File: src/core/hpi_bridge_defines.vh
// constants and behaviour summary for the pass-thru register read bridge
// What this block does
// - state machine runs on buffered pci clock, 33 MHz max, 30 ns state
// - access select: 00 control, 01 address, 10 data inc, 11 data
// - access select decoded from address latched under address strobe
// - read/write line is the inverted pass-thru write indicator
// - halfword select low for first halfword, high for second
// - address strobe and second data strobe unused, held high
// - host port select asserted from the state after the address strobe through the pass-thru ready state
// - read value goes through the halfword buffer, on pass-thru data a cycle after capture
// - idle waits for attention low on a read and host port region number
// - first state: address strobe low, add-on select and address
// - next: strobe released, add-on write strobe, host select asserted
// - halfword low with access select, then data strobe with lanes 1:0
// - ready synchronised on two flops before sampling, two cycles
// - on ready: strobe off, halfword high, lanes 1:0 to 3:2
// - strobe reasserted for second halfword without checking ready
// - strobe, write strobe, lanes off; pass-thru ready asserted
// - final: selects, address, pass-thru ready released, back to idle
// - pass-thru data register address is 01011 on lines 6:2
// - machine held in reset while buffered pci reset is low
`ifndef HPI_BRIDGE_DEFINES_VH
`define HPI_BRIDGE_DEFINES_VH

`define CLK_PERIOD_NS    30
`define SYNC_STAGES      2
`define PT_DATA_ADDR     5'h0b
`define ACC_SEL_LSB      2
`define ACC_SEL_CONTROL  2'h0
`define ACC_SEL_ADDRESS  2'h1
`define ACC_SEL_DATA_INC 2'h2
`define ACC_SEL_DATA     2'h3
`define ACC_SEL_RESET    2'h3
`define HPI_REGION_DFLT  2'h0
`define BE_LOW_N         4'hc
`define BE_HIGH_N        4'h3
`define BE_NONE_N        4'hf

`endif

File: src/core/hpi_read_bridge.v
// pass-thru to host port register read bridge with two-entry halfword buffer
`timescale 1ns/100ps
`default_nettype none
`include "hpi_bridge_defines.vh"

module hpi_read_bridge #(
    parameter [1:0] HPI_REGION = `HPI_REGION_DFLT
) (
    // clock and reset
    input  wire        clk,
    input  wire        rst,
    input  wire        buffered_pci_reset_n,
    // pass-thru indicators
    input  wire        passthru_attention_n,
    input  wire [1:0]  passthru_region_number,
    input  wire        passthru_write_indicator,
    input  wire [15:0] addon_data_in,
    // pass-thru controls
    output reg         address_output_strobe_n,
    output reg         addon_select_n,
    output reg         addon_write_n,
    output reg  [4:0]  addon_address,
    output reg  [3:0]  addon_byte_enable_n,
    output reg         passthru_ready_n,
    output reg  [15:0] addon_data_out,
    output reg         addon_data_oe_n,
    // host port
    input  wire [15:0] host_data_in,
    input  wire        host_ready_n,
    output reg         host_port_select_n,
    output reg         host_data_strobe_n,
    output reg         second_data_strobe_n,
    output reg         host_address_strobe_n,
    output reg         host_read_not_write,
    output reg  [1:0]  host_byte_enable_n,
    output reg         halfword_select,
    output reg  [1:0]  access_select,
    // status
    output reg         busy
);

    localparam [3:0] S_IDLE  = 4'd0;
    localparam [3:0] S_ADDR  = 4'd1;
    localparam [3:0] S_SEL   = 4'd2;
    localparam [3:0] S_SETUP = 4'd3;
    localparam [3:0] S_DS1   = 4'd4;
    localparam [3:0] S_WAIT  = 4'd5;
    localparam [3:0] S_SWAP  = 4'd6;
    localparam [3:0] S_DS2   = 4'd7;
    localparam [3:0] S_DONE  = 4'd8;
    localparam [3:0] S_END   = 4'd9;

    // combined reset: board reset or controller pci reset
    wire       reset_all = rst | ~buffered_pci_reset_n;

    reg  [3:0] state_ff;
    reg  [3:0] nxt_state;
    reg        rdy_meta_ff;
    reg        rdy_sync_ff;
    reg  [1:0] acc_sel_ff;

    // two-entry halfword buffer between host data and pass-thru data
    reg  [15:0] buf_ff [0:1];
    reg         wr_ptr_ff;
    reg         rd_ptr_ff;
    reg  [1:0]  count_ff;
    wire        buf_in_ready  = (count_ff != 2'd2);
    wire        buf_out_valid = (count_ff != 2'd0);
    wire        buf_in_valid;
    wire        buf_out_ready;

    // host port data is captured at the end of each data strobe
    assign buf_in_valid  = (state_ff == S_WAIT && !rdy_sync_ff) ||
                           (state_ff == S_DS2);
    assign buf_out_ready = 1'b1; // controller register always takes a word

    // ready synchroniser; only the second flop is sampled
    // both flops read not-ready outside the wait state, so a ready level
    // left over from before the data strobe cannot end the wait early
    always @(posedge clk) begin
        if (reset_all) begin
            rdy_meta_ff <= 1'b1;
            rdy_sync_ff <= 1'b1;
        end else if (state_ff != S_WAIT) begin
            rdy_meta_ff <= 1'b1;
            rdy_sync_ff <= 1'b1;
        end else begin
            rdy_meta_ff <= host_ready_n;
            rdy_sync_ff <= rdy_meta_ff;
        end
    end

    // next-state decision
    always @* begin
        nxt_state = state_ff;
        case (state_ff)
            S_IDLE: begin
                if (!passthru_attention_n &&
                    passthru_region_number == HPI_REGION &&
                    !passthru_write_indicator)
                    nxt_state = S_ADDR;
            end
            S_ADDR:  nxt_state = S_SEL;
            S_SEL:   nxt_state = S_SETUP;
            S_SETUP: nxt_state = S_DS1;
            S_DS1:   nxt_state = S_WAIT;
            S_WAIT: begin
                // stall while the buffer is full so no halfword is lost
                if (!rdy_sync_ff && buf_in_ready)
                    nxt_state = S_SWAP;
            end
            S_SWAP:  nxt_state = S_DS2;
            S_DS2: begin
                if (buf_in_ready)
                    nxt_state = S_DONE;
            end
            S_DONE:  nxt_state = S_END;
            S_END:   nxt_state = S_IDLE;
            default: nxt_state = S_IDLE;
        endcase
    end

    // state register
    always @(posedge clk) begin
        if (reset_all)
            state_ff <= S_IDLE;
        else
            state_ff <= nxt_state;
    end

    // access select latched while the address strobe is low
    always @(posedge clk) begin
        if (reset_all)
            acc_sel_ff <= `ACC_SEL_RESET;
        else if (state_ff == S_ADDR)
            acc_sel_ff <= addon_data_in[`ACC_SEL_LSB+1:`ACC_SEL_LSB];
    end

    // halfword buffer storage
    always @(posedge clk) begin
        if (reset_all) begin
            wr_ptr_ff <= 1'b0;
            rd_ptr_ff <= 1'b0;
            count_ff  <= 2'd0;
        end else begin
            if (buf_in_valid && buf_in_ready) begin
                buf_ff[wr_ptr_ff] <= host_data_in;
                wr_ptr_ff         <= ~wr_ptr_ff;
            end
            if (buf_out_valid && buf_out_ready)
                rd_ptr_ff <= ~rd_ptr_ff;
            count_ff <= count_ff
                      + {1'b0, buf_in_valid && buf_in_ready}
                      - {1'b0, buf_out_valid && buf_out_ready};
        end
    end

    // pass-thru data output from the buffer head
    always @(posedge clk) begin
        if (reset_all) begin
            addon_data_out  <= 16'h0000;
            addon_data_oe_n <= 1'b1;
        end else begin
            if (buf_out_valid)
                addon_data_out <= buf_ff[rd_ptr_ff];
            // drive only in the cycle after a word left the buffer,
            // so each driven cycle carries one fresh halfword
            addon_data_oe_n <= !(buf_out_valid && buf_out_ready);
        end
    end

    // registered control outputs follow the next state
    always @(posedge clk) begin
        if (reset_all) begin
            address_output_strobe_n <= 1'b1;
            addon_select_n          <= 1'b1;
            addon_write_n           <= 1'b1;
            addon_address           <= 5'h00;
            addon_byte_enable_n     <= `BE_NONE_N;
            passthru_ready_n        <= 1'b1;
            host_port_select_n      <= 1'b1;
            host_data_strobe_n      <= 1'b1;
            halfword_select         <= 1'b0;
            access_select           <= `ACC_SEL_RESET;
            busy                    <= 1'b0;
        end else begin
            busy <= (nxt_state != S_IDLE);
            // address phase and add-on selection
            address_output_strobe_n <= !(nxt_state == S_ADDR);
            addon_select_n <= !(nxt_state != S_IDLE &&
                                nxt_state != S_END);
            addon_address  <= (nxt_state != S_IDLE && nxt_state != S_END) ?
                              `PT_DATA_ADDR : 5'h00;
            // add-on write strobe spans both halfwords
            addon_write_n <= !(nxt_state >= S_SEL &&
                               nxt_state <= S_DS2);
            // host port select over the transfer
            host_port_select_n <= !(nxt_state >= S_SEL &&
                                    nxt_state <= S_DONE);
            // data strobe for each halfword
            host_data_strobe_n <= !(nxt_state == S_DS1 ||
                                    nxt_state == S_WAIT ||
                                    nxt_state == S_DS2);
            // halfword select: low first, high second
            halfword_select <= (nxt_state == S_SWAP ||
                                nxt_state == S_DS2);
            if (nxt_state == S_SETUP)
                access_select <= acc_sel_ff;
            // byte lane steering into the pass-thru register
            if (nxt_state == S_DS1 || nxt_state == S_WAIT)
                addon_byte_enable_n <= `BE_LOW_N;
            else if (nxt_state == S_SWAP || nxt_state == S_DS2)
                addon_byte_enable_n <= `BE_HIGH_N;
            else
                addon_byte_enable_n <= `BE_NONE_N;
            passthru_ready_n <= !(nxt_state == S_DONE);
        end
    end

    // fixed and directly derived host port controls
    always @(posedge clk) begin
        if (reset_all) begin
            second_data_strobe_n  <= 1'b1;
            host_address_strobe_n <= 1'b1;
            host_read_not_write   <= 1'b1;
            host_byte_enable_n    <= 2'h3;
        end else begin
            second_data_strobe_n  <= 1'b1;
            host_address_strobe_n <= 1'b1;
            // registered copy of the inverted write indicator (adds a cycle)
            host_read_not_write   <= ~passthru_write_indicator;
            // enables are ignored on reads, left inactive
            host_byte_enable_n    <= 2'h3;
        end
    end

endmodule // hpi_read_bridge

`default_nettype wire

File: config.mk
export PLATFORM = sky130hd
export DESIGN_NAME = hpi_read_bridge
export DESIGN_NICKNAME = d
export VERILOG_FILES = /design/src/core/hpi_read_bridge.v
export VERILOG_INCLUDE_DIRS = /design/src /design/src/core
export SDC_FILE = /design/constraint.sdc
export NUM_CORES = 1
export LEC_CHECK = 0
export ABC_CLOCK_PERIOD_IN_PS = 4050
export BUFFER_PORTS_ARGS = -buffer_cell sky130_fd_sc_hd__buf_4
export CELL_PAD_IN_SITES_DETAIL_PLACEMENT = 1
export CELL_PAD_IN_SITES_GLOBAL_PLACEMENT = 2
export CORE_MARGIN = 4
export CORE_UTILIZATION = 33
export DETAILED_ROUTE_END_ITERATION = 6
export PLACE_DENSITY = 0.87
export REMOVE_ABC_BUFFERS = 1
export SLEW_MARGIN = 20
export SYNTH_ARGS = -nofsm -noshare
export SYNTH_HDL_FRONTEND = slang
export SYNTH_SLANG_ARGS = --single-unit
File: constraint.sdc
create_clock -name clk -period 4.05 [get_ports clk]
set_input_delay 0.405 -clock clk [delete_from_list [all_inputs] [get_ports clk]]
set_output_delay 0.405 -clock clk [all_outputs]
set_load 0.01 [all_outputs]
==> summary.json <==
{
  "pwr": {
    "p_per_area_mw_per_mm2": 435,
    "total_leakage_power_nw": 1.25,
    "vdd.ir_drop.worst_uv": 251
  },
  "route": {
    "postRouteAntennaNets": 0,
    "route.vias.total": 1779,
    "drc": 0,
    "average_detailed_routed_wire_length_per_instance_um": 14.2,
    "wirelength_um": 5510,
    "detailedRoute.firstPassIterationCount": 3,
    "drt-initial-drc-count": 40,
    "via_per_instance_ratio": 4.57
  },
  "clock_network": {
    "postCtsSetupRepairBufs": 0,
    "post_cts_resize_count": 0,
    "ctsLongestPathBuffers": 2,
    "numCtsBuffers": 9,
    "cts.clk_slew.worst_paths_ps": 70,
    "cts_hold_buffers": 0,
    "cts_max_level": 3,
    "ctsRootBufferMaster": "sky130_fd_sc_hd__clkbuf_8",
    "clock_sink_count": 75,
    "clock_latency_ps": 340,
    "tritoncts": "built"
  },
  "yosys": {
    "ys_ff_latch": 75,
    "fraction_of_the_mapped_netlist_area_in_compound_gates_pct": 7.47,
    "synth_xor_xnor_area_share_pct": 0.939,
    "synth_area_mm2": 0.00280,
    "synth.mux.area_fraction_pct": 6.84,
    "seq_area_frac_synth_pct": 65.1,
    "synth-edff-count": 32,
    "synth-simple-area-share_pct": 12.4,
    "synth_flop_cell": "sky130_fd_sc_hd__dfxtp_1",
    "post_synth_inst_count": 226,
    "synth_fa_ha_area_share_pct": 0,
    "avgSynthCellArea_um2": 12.4,
    "async_flop_share_pct": 0,
    "synth_top_cell_area_share_pct": 34.3,
    "synth_top_family_by_area": "simple AND/OR/NAND/NOR gates",
    "synthDominantAreaCellType": "sky130_fd_sc_hd__edfxtp_1",
    "yosys_warnings": 0,
    "synth_cell_type_count": 35,
    "synth_top_cells_by_area": "sky130_fd_sc_hd__edfxtp_1 (34%), sky130_fd_sc_hd__dfxtp_1 (31%), sky130_fd_sc_hd__mux2i_1 (6.4%)"
  },
  "grt": {
    "grt_max_degree": 35,
    "antenna_found_initial": 0,
    "global_route_usage_sum_pct": 11.9,
    "via_count_of_the_first_global_routing_pass": 1848,
    "grt-ovfl-total": 0,
    "grt_first_pass_wirelength_um": 9130
  },
  "place": {
    "buffer_ports.inserted": 60,
    "finalWeightedCongestion": 0.767,
    "place_inst": 373,
    "hpwl_um": 3740
  },
  "timing": {
    "fin_crit_ps": 1860,
    "fin_tns_setup_ps": 0,
    "endpoints_failing_setup": 0,
    "max_slew_margin_pct": 31.0,
    "timing.hold.ws_ps": 233,
    "worstMarginPinSlew_ps": 1030,
    "finalClockSkew_ps": 6.76,
    "rsz0062_at_grt": "false",
    "timing.final.crit_share_pct": 45.9,
    "fmaxAchievable_mhz": 538,
    "final_hold_viol_count": 0,
    "final_max_slew_viol_count": 0
  },
  "floorplan": {
    "design.die.area_mm2": 0.0100,
    "die_h_um": 100,
    "num_io_pins": 81,
    "placeableCoreArea_mm2": 0.00822,
    "rows": 33,
    "effective_utilization_at_floorplan_pct": 34.0,
    "fp.dieW_um": 100
  },
  "layout": {
    "nets": 319,
    "finish.cell_count_without_fillers": 389,
    "post_route_cells_drive_above_1_share_pct": 31.0,
    "areaGrowthSynthToFinish_pct": 25.2,
    "antenna_cells_inserted": 0
  },
  "setup_path": {
    "worst_setup_path_end_kind": "flop",
    "critPathArrivalTime_ps": 1890,
    "worstSetupPathType": "flop to flop",
    "crit_start_category": "flop",
    "crit_path_max_incr_delay_ps": 510,
    "cp_cell_sequence": "nand3b_1 -> or2_2 -> nor4b_2 -> buf_4",
    "cpMaxStageDelayCell": "sky130_fd_sc_hd__dfxtp_1",
    "critPathRequiredTime_ps": 4080,
    "worst-path-max-fanout": 16
  },
  "job": {
    "timing.max_cap.violations": 0
  },
  "worst_hold_path": {
    "timing.hold.worst.class": "primary input to flop"
  },
  "outcome": {
    "status": "finished clean"
  }
}
## cell usage after synthesis (all sizes together), types with 3 or more instances
| library cell | n |
|---|---|
| dfxtp | 43 |
| edfxtp | 32 |
| nor2 | 25 |
| buf | 20 |
| mux2i | 18 |
| a211oi | 16 |
| nand2 | 12 |
| o21ai | 7 |
| clkbuf | 6 |
| nand3 | 6 |
| or3 | 6 |
| nor3 | 4 |
| and3 | 3 |
| inv | 3 |
| nor2b | 3 |
| xnor2 | 3 |
## routing by layer
metal,track usage (%),vias to the layer above,part of all wire [%]
li1,-,891,-
met4,5.28,0,1.4
met5,0,-,0
met1,13.2,835,41
met2,20.4,47,50
met3,4.24,6,6.9
## layout make-up
type	instances	area, µm²
Tap cell	105	131
Clock inverter	6	111
Sequential cell	75	1820
Timing Repair Buffer	64	480
Fill cell	910	4710
Clock buffer	10	138
Multi-Input combinational cell	126	810
Inverter	3	11.3
## flip-flops by register name, indices dropped and copies added, names as in the netlist
signal / cells
host_read_not_write: 1
host_data_strobe_n: 1
state_ff: 4
rd_ptr_ff: 1
busy: 1
wr_ptr_ff: 1
host_port_select_n: 1
access_select: 2
addon_data_oe_n: 1
address_output_strobe_n: 1
rdy_sync_ff: 1
count_ff: 2
addon_data_out: 16
addon_select_n: 1
buf_ff: 32
addon_byte_enable_n: 2
addon_write_n: 1
halfword_select: 1
passthru_ready_n: 1
rdy_meta_ff: 1
acc_sel_ff: 2
addon_address: 1
## metrics by stage
| stage | area, µm² | util, % | setup slack [ps] | total power [mW] |
|---|---|---|---|---|
| after detailed placement | 3250 | 39.6 | 1930 | 0.846 |
| final | 3500 | 42.6 | 2190 | 1.52 |
| after global routing | 3500 | 42.6 | 2050 | 1.59 |
| after global placement | 3250 | 39.6 | 1960 | 0.845 |
| after CTS | 3500 | 42.6 | 2180 | 1.55 |
| after floorplan | 2630 | - | 618 | 0.817 |
## report_power, final
group          switching (mW)  total (mW)  internal, mW
clock network           0.268       0.695         0.427
logic                  0.0192      0.0398        0.0206
registers            0.000878       0.788         0.787
total                   0.288        1.52          1.24
## cells by family (layout without fill, tap and decap cells)
logic type,count (synthesis),after routing
buffers and inverters,29,83
other,2,6
flip-flops,75,75
XOR/XNOR,3,3
AND/OR/NAND/NOR,70,70
multiplexers,19,19
AO/OA/AOI/OAI,28,28
## critical path, delay by kind of cell, from the launching register on
family	cells	cell delay (ps)
AND/OR/NAND/NOR	3	740
buffers and inverters	1	290
flip-flops	1	510
## placed cells by master, fill, tap and decap left out, types with 3 or more instances in the layout
| cell type | n |
|---|---|
| sky130_fd_sc_hd__a211oi_1 | 16 |
| sky130_fd_sc_hd__buf_4 | 64 |
| sky130_fd_sc_hd__bufinv_16 | 3 |
| sky130_fd_sc_hd__clkbuf_8 | 10 |
| sky130_fd_sc_hd__conb_1 | 6 |
| sky130_fd_sc_hd__dfxtp_1 | 43 |
| sky130_fd_sc_hd__edfxtp_1 | 32 |
| sky130_fd_sc_hd__inv_1 | 3 |
| sky130_fd_sc_hd__mux2i_1 | 18 |
| sky130_fd_sc_hd__nand2_1 | 12 |
| sky130_fd_sc_hd__nand3_1 | 6 |
| sky130_fd_sc_hd__nor2_1 | 25 |
| sky130_fd_sc_hd__nor2b_1 | 3 |
| sky130_fd_sc_hd__nor3_1 | 4 |
| sky130_fd_sc_hd__o21ai_0 | 7 |
| sky130_fd_sc_hd__or3_1 | 5 |
| sky130_fd_sc_hd__xnor2_1 | 3 |
## path summary, 6_finish.rpt
kind,from,endpoint,slack [ps],depth (start not counted)
setup / recovery,state_ff[2],buf_ff[1][4],2190,4
hold / removal,passthru_write_indicator,host_read_not_write,230,2
setup reg to reg,state_ff[2],buf_ff[1][4],2190,4
hold reg to reg,rdy_meta_ff,rdy_sync_ff,420,1
(Power assumes the default switching activity.)
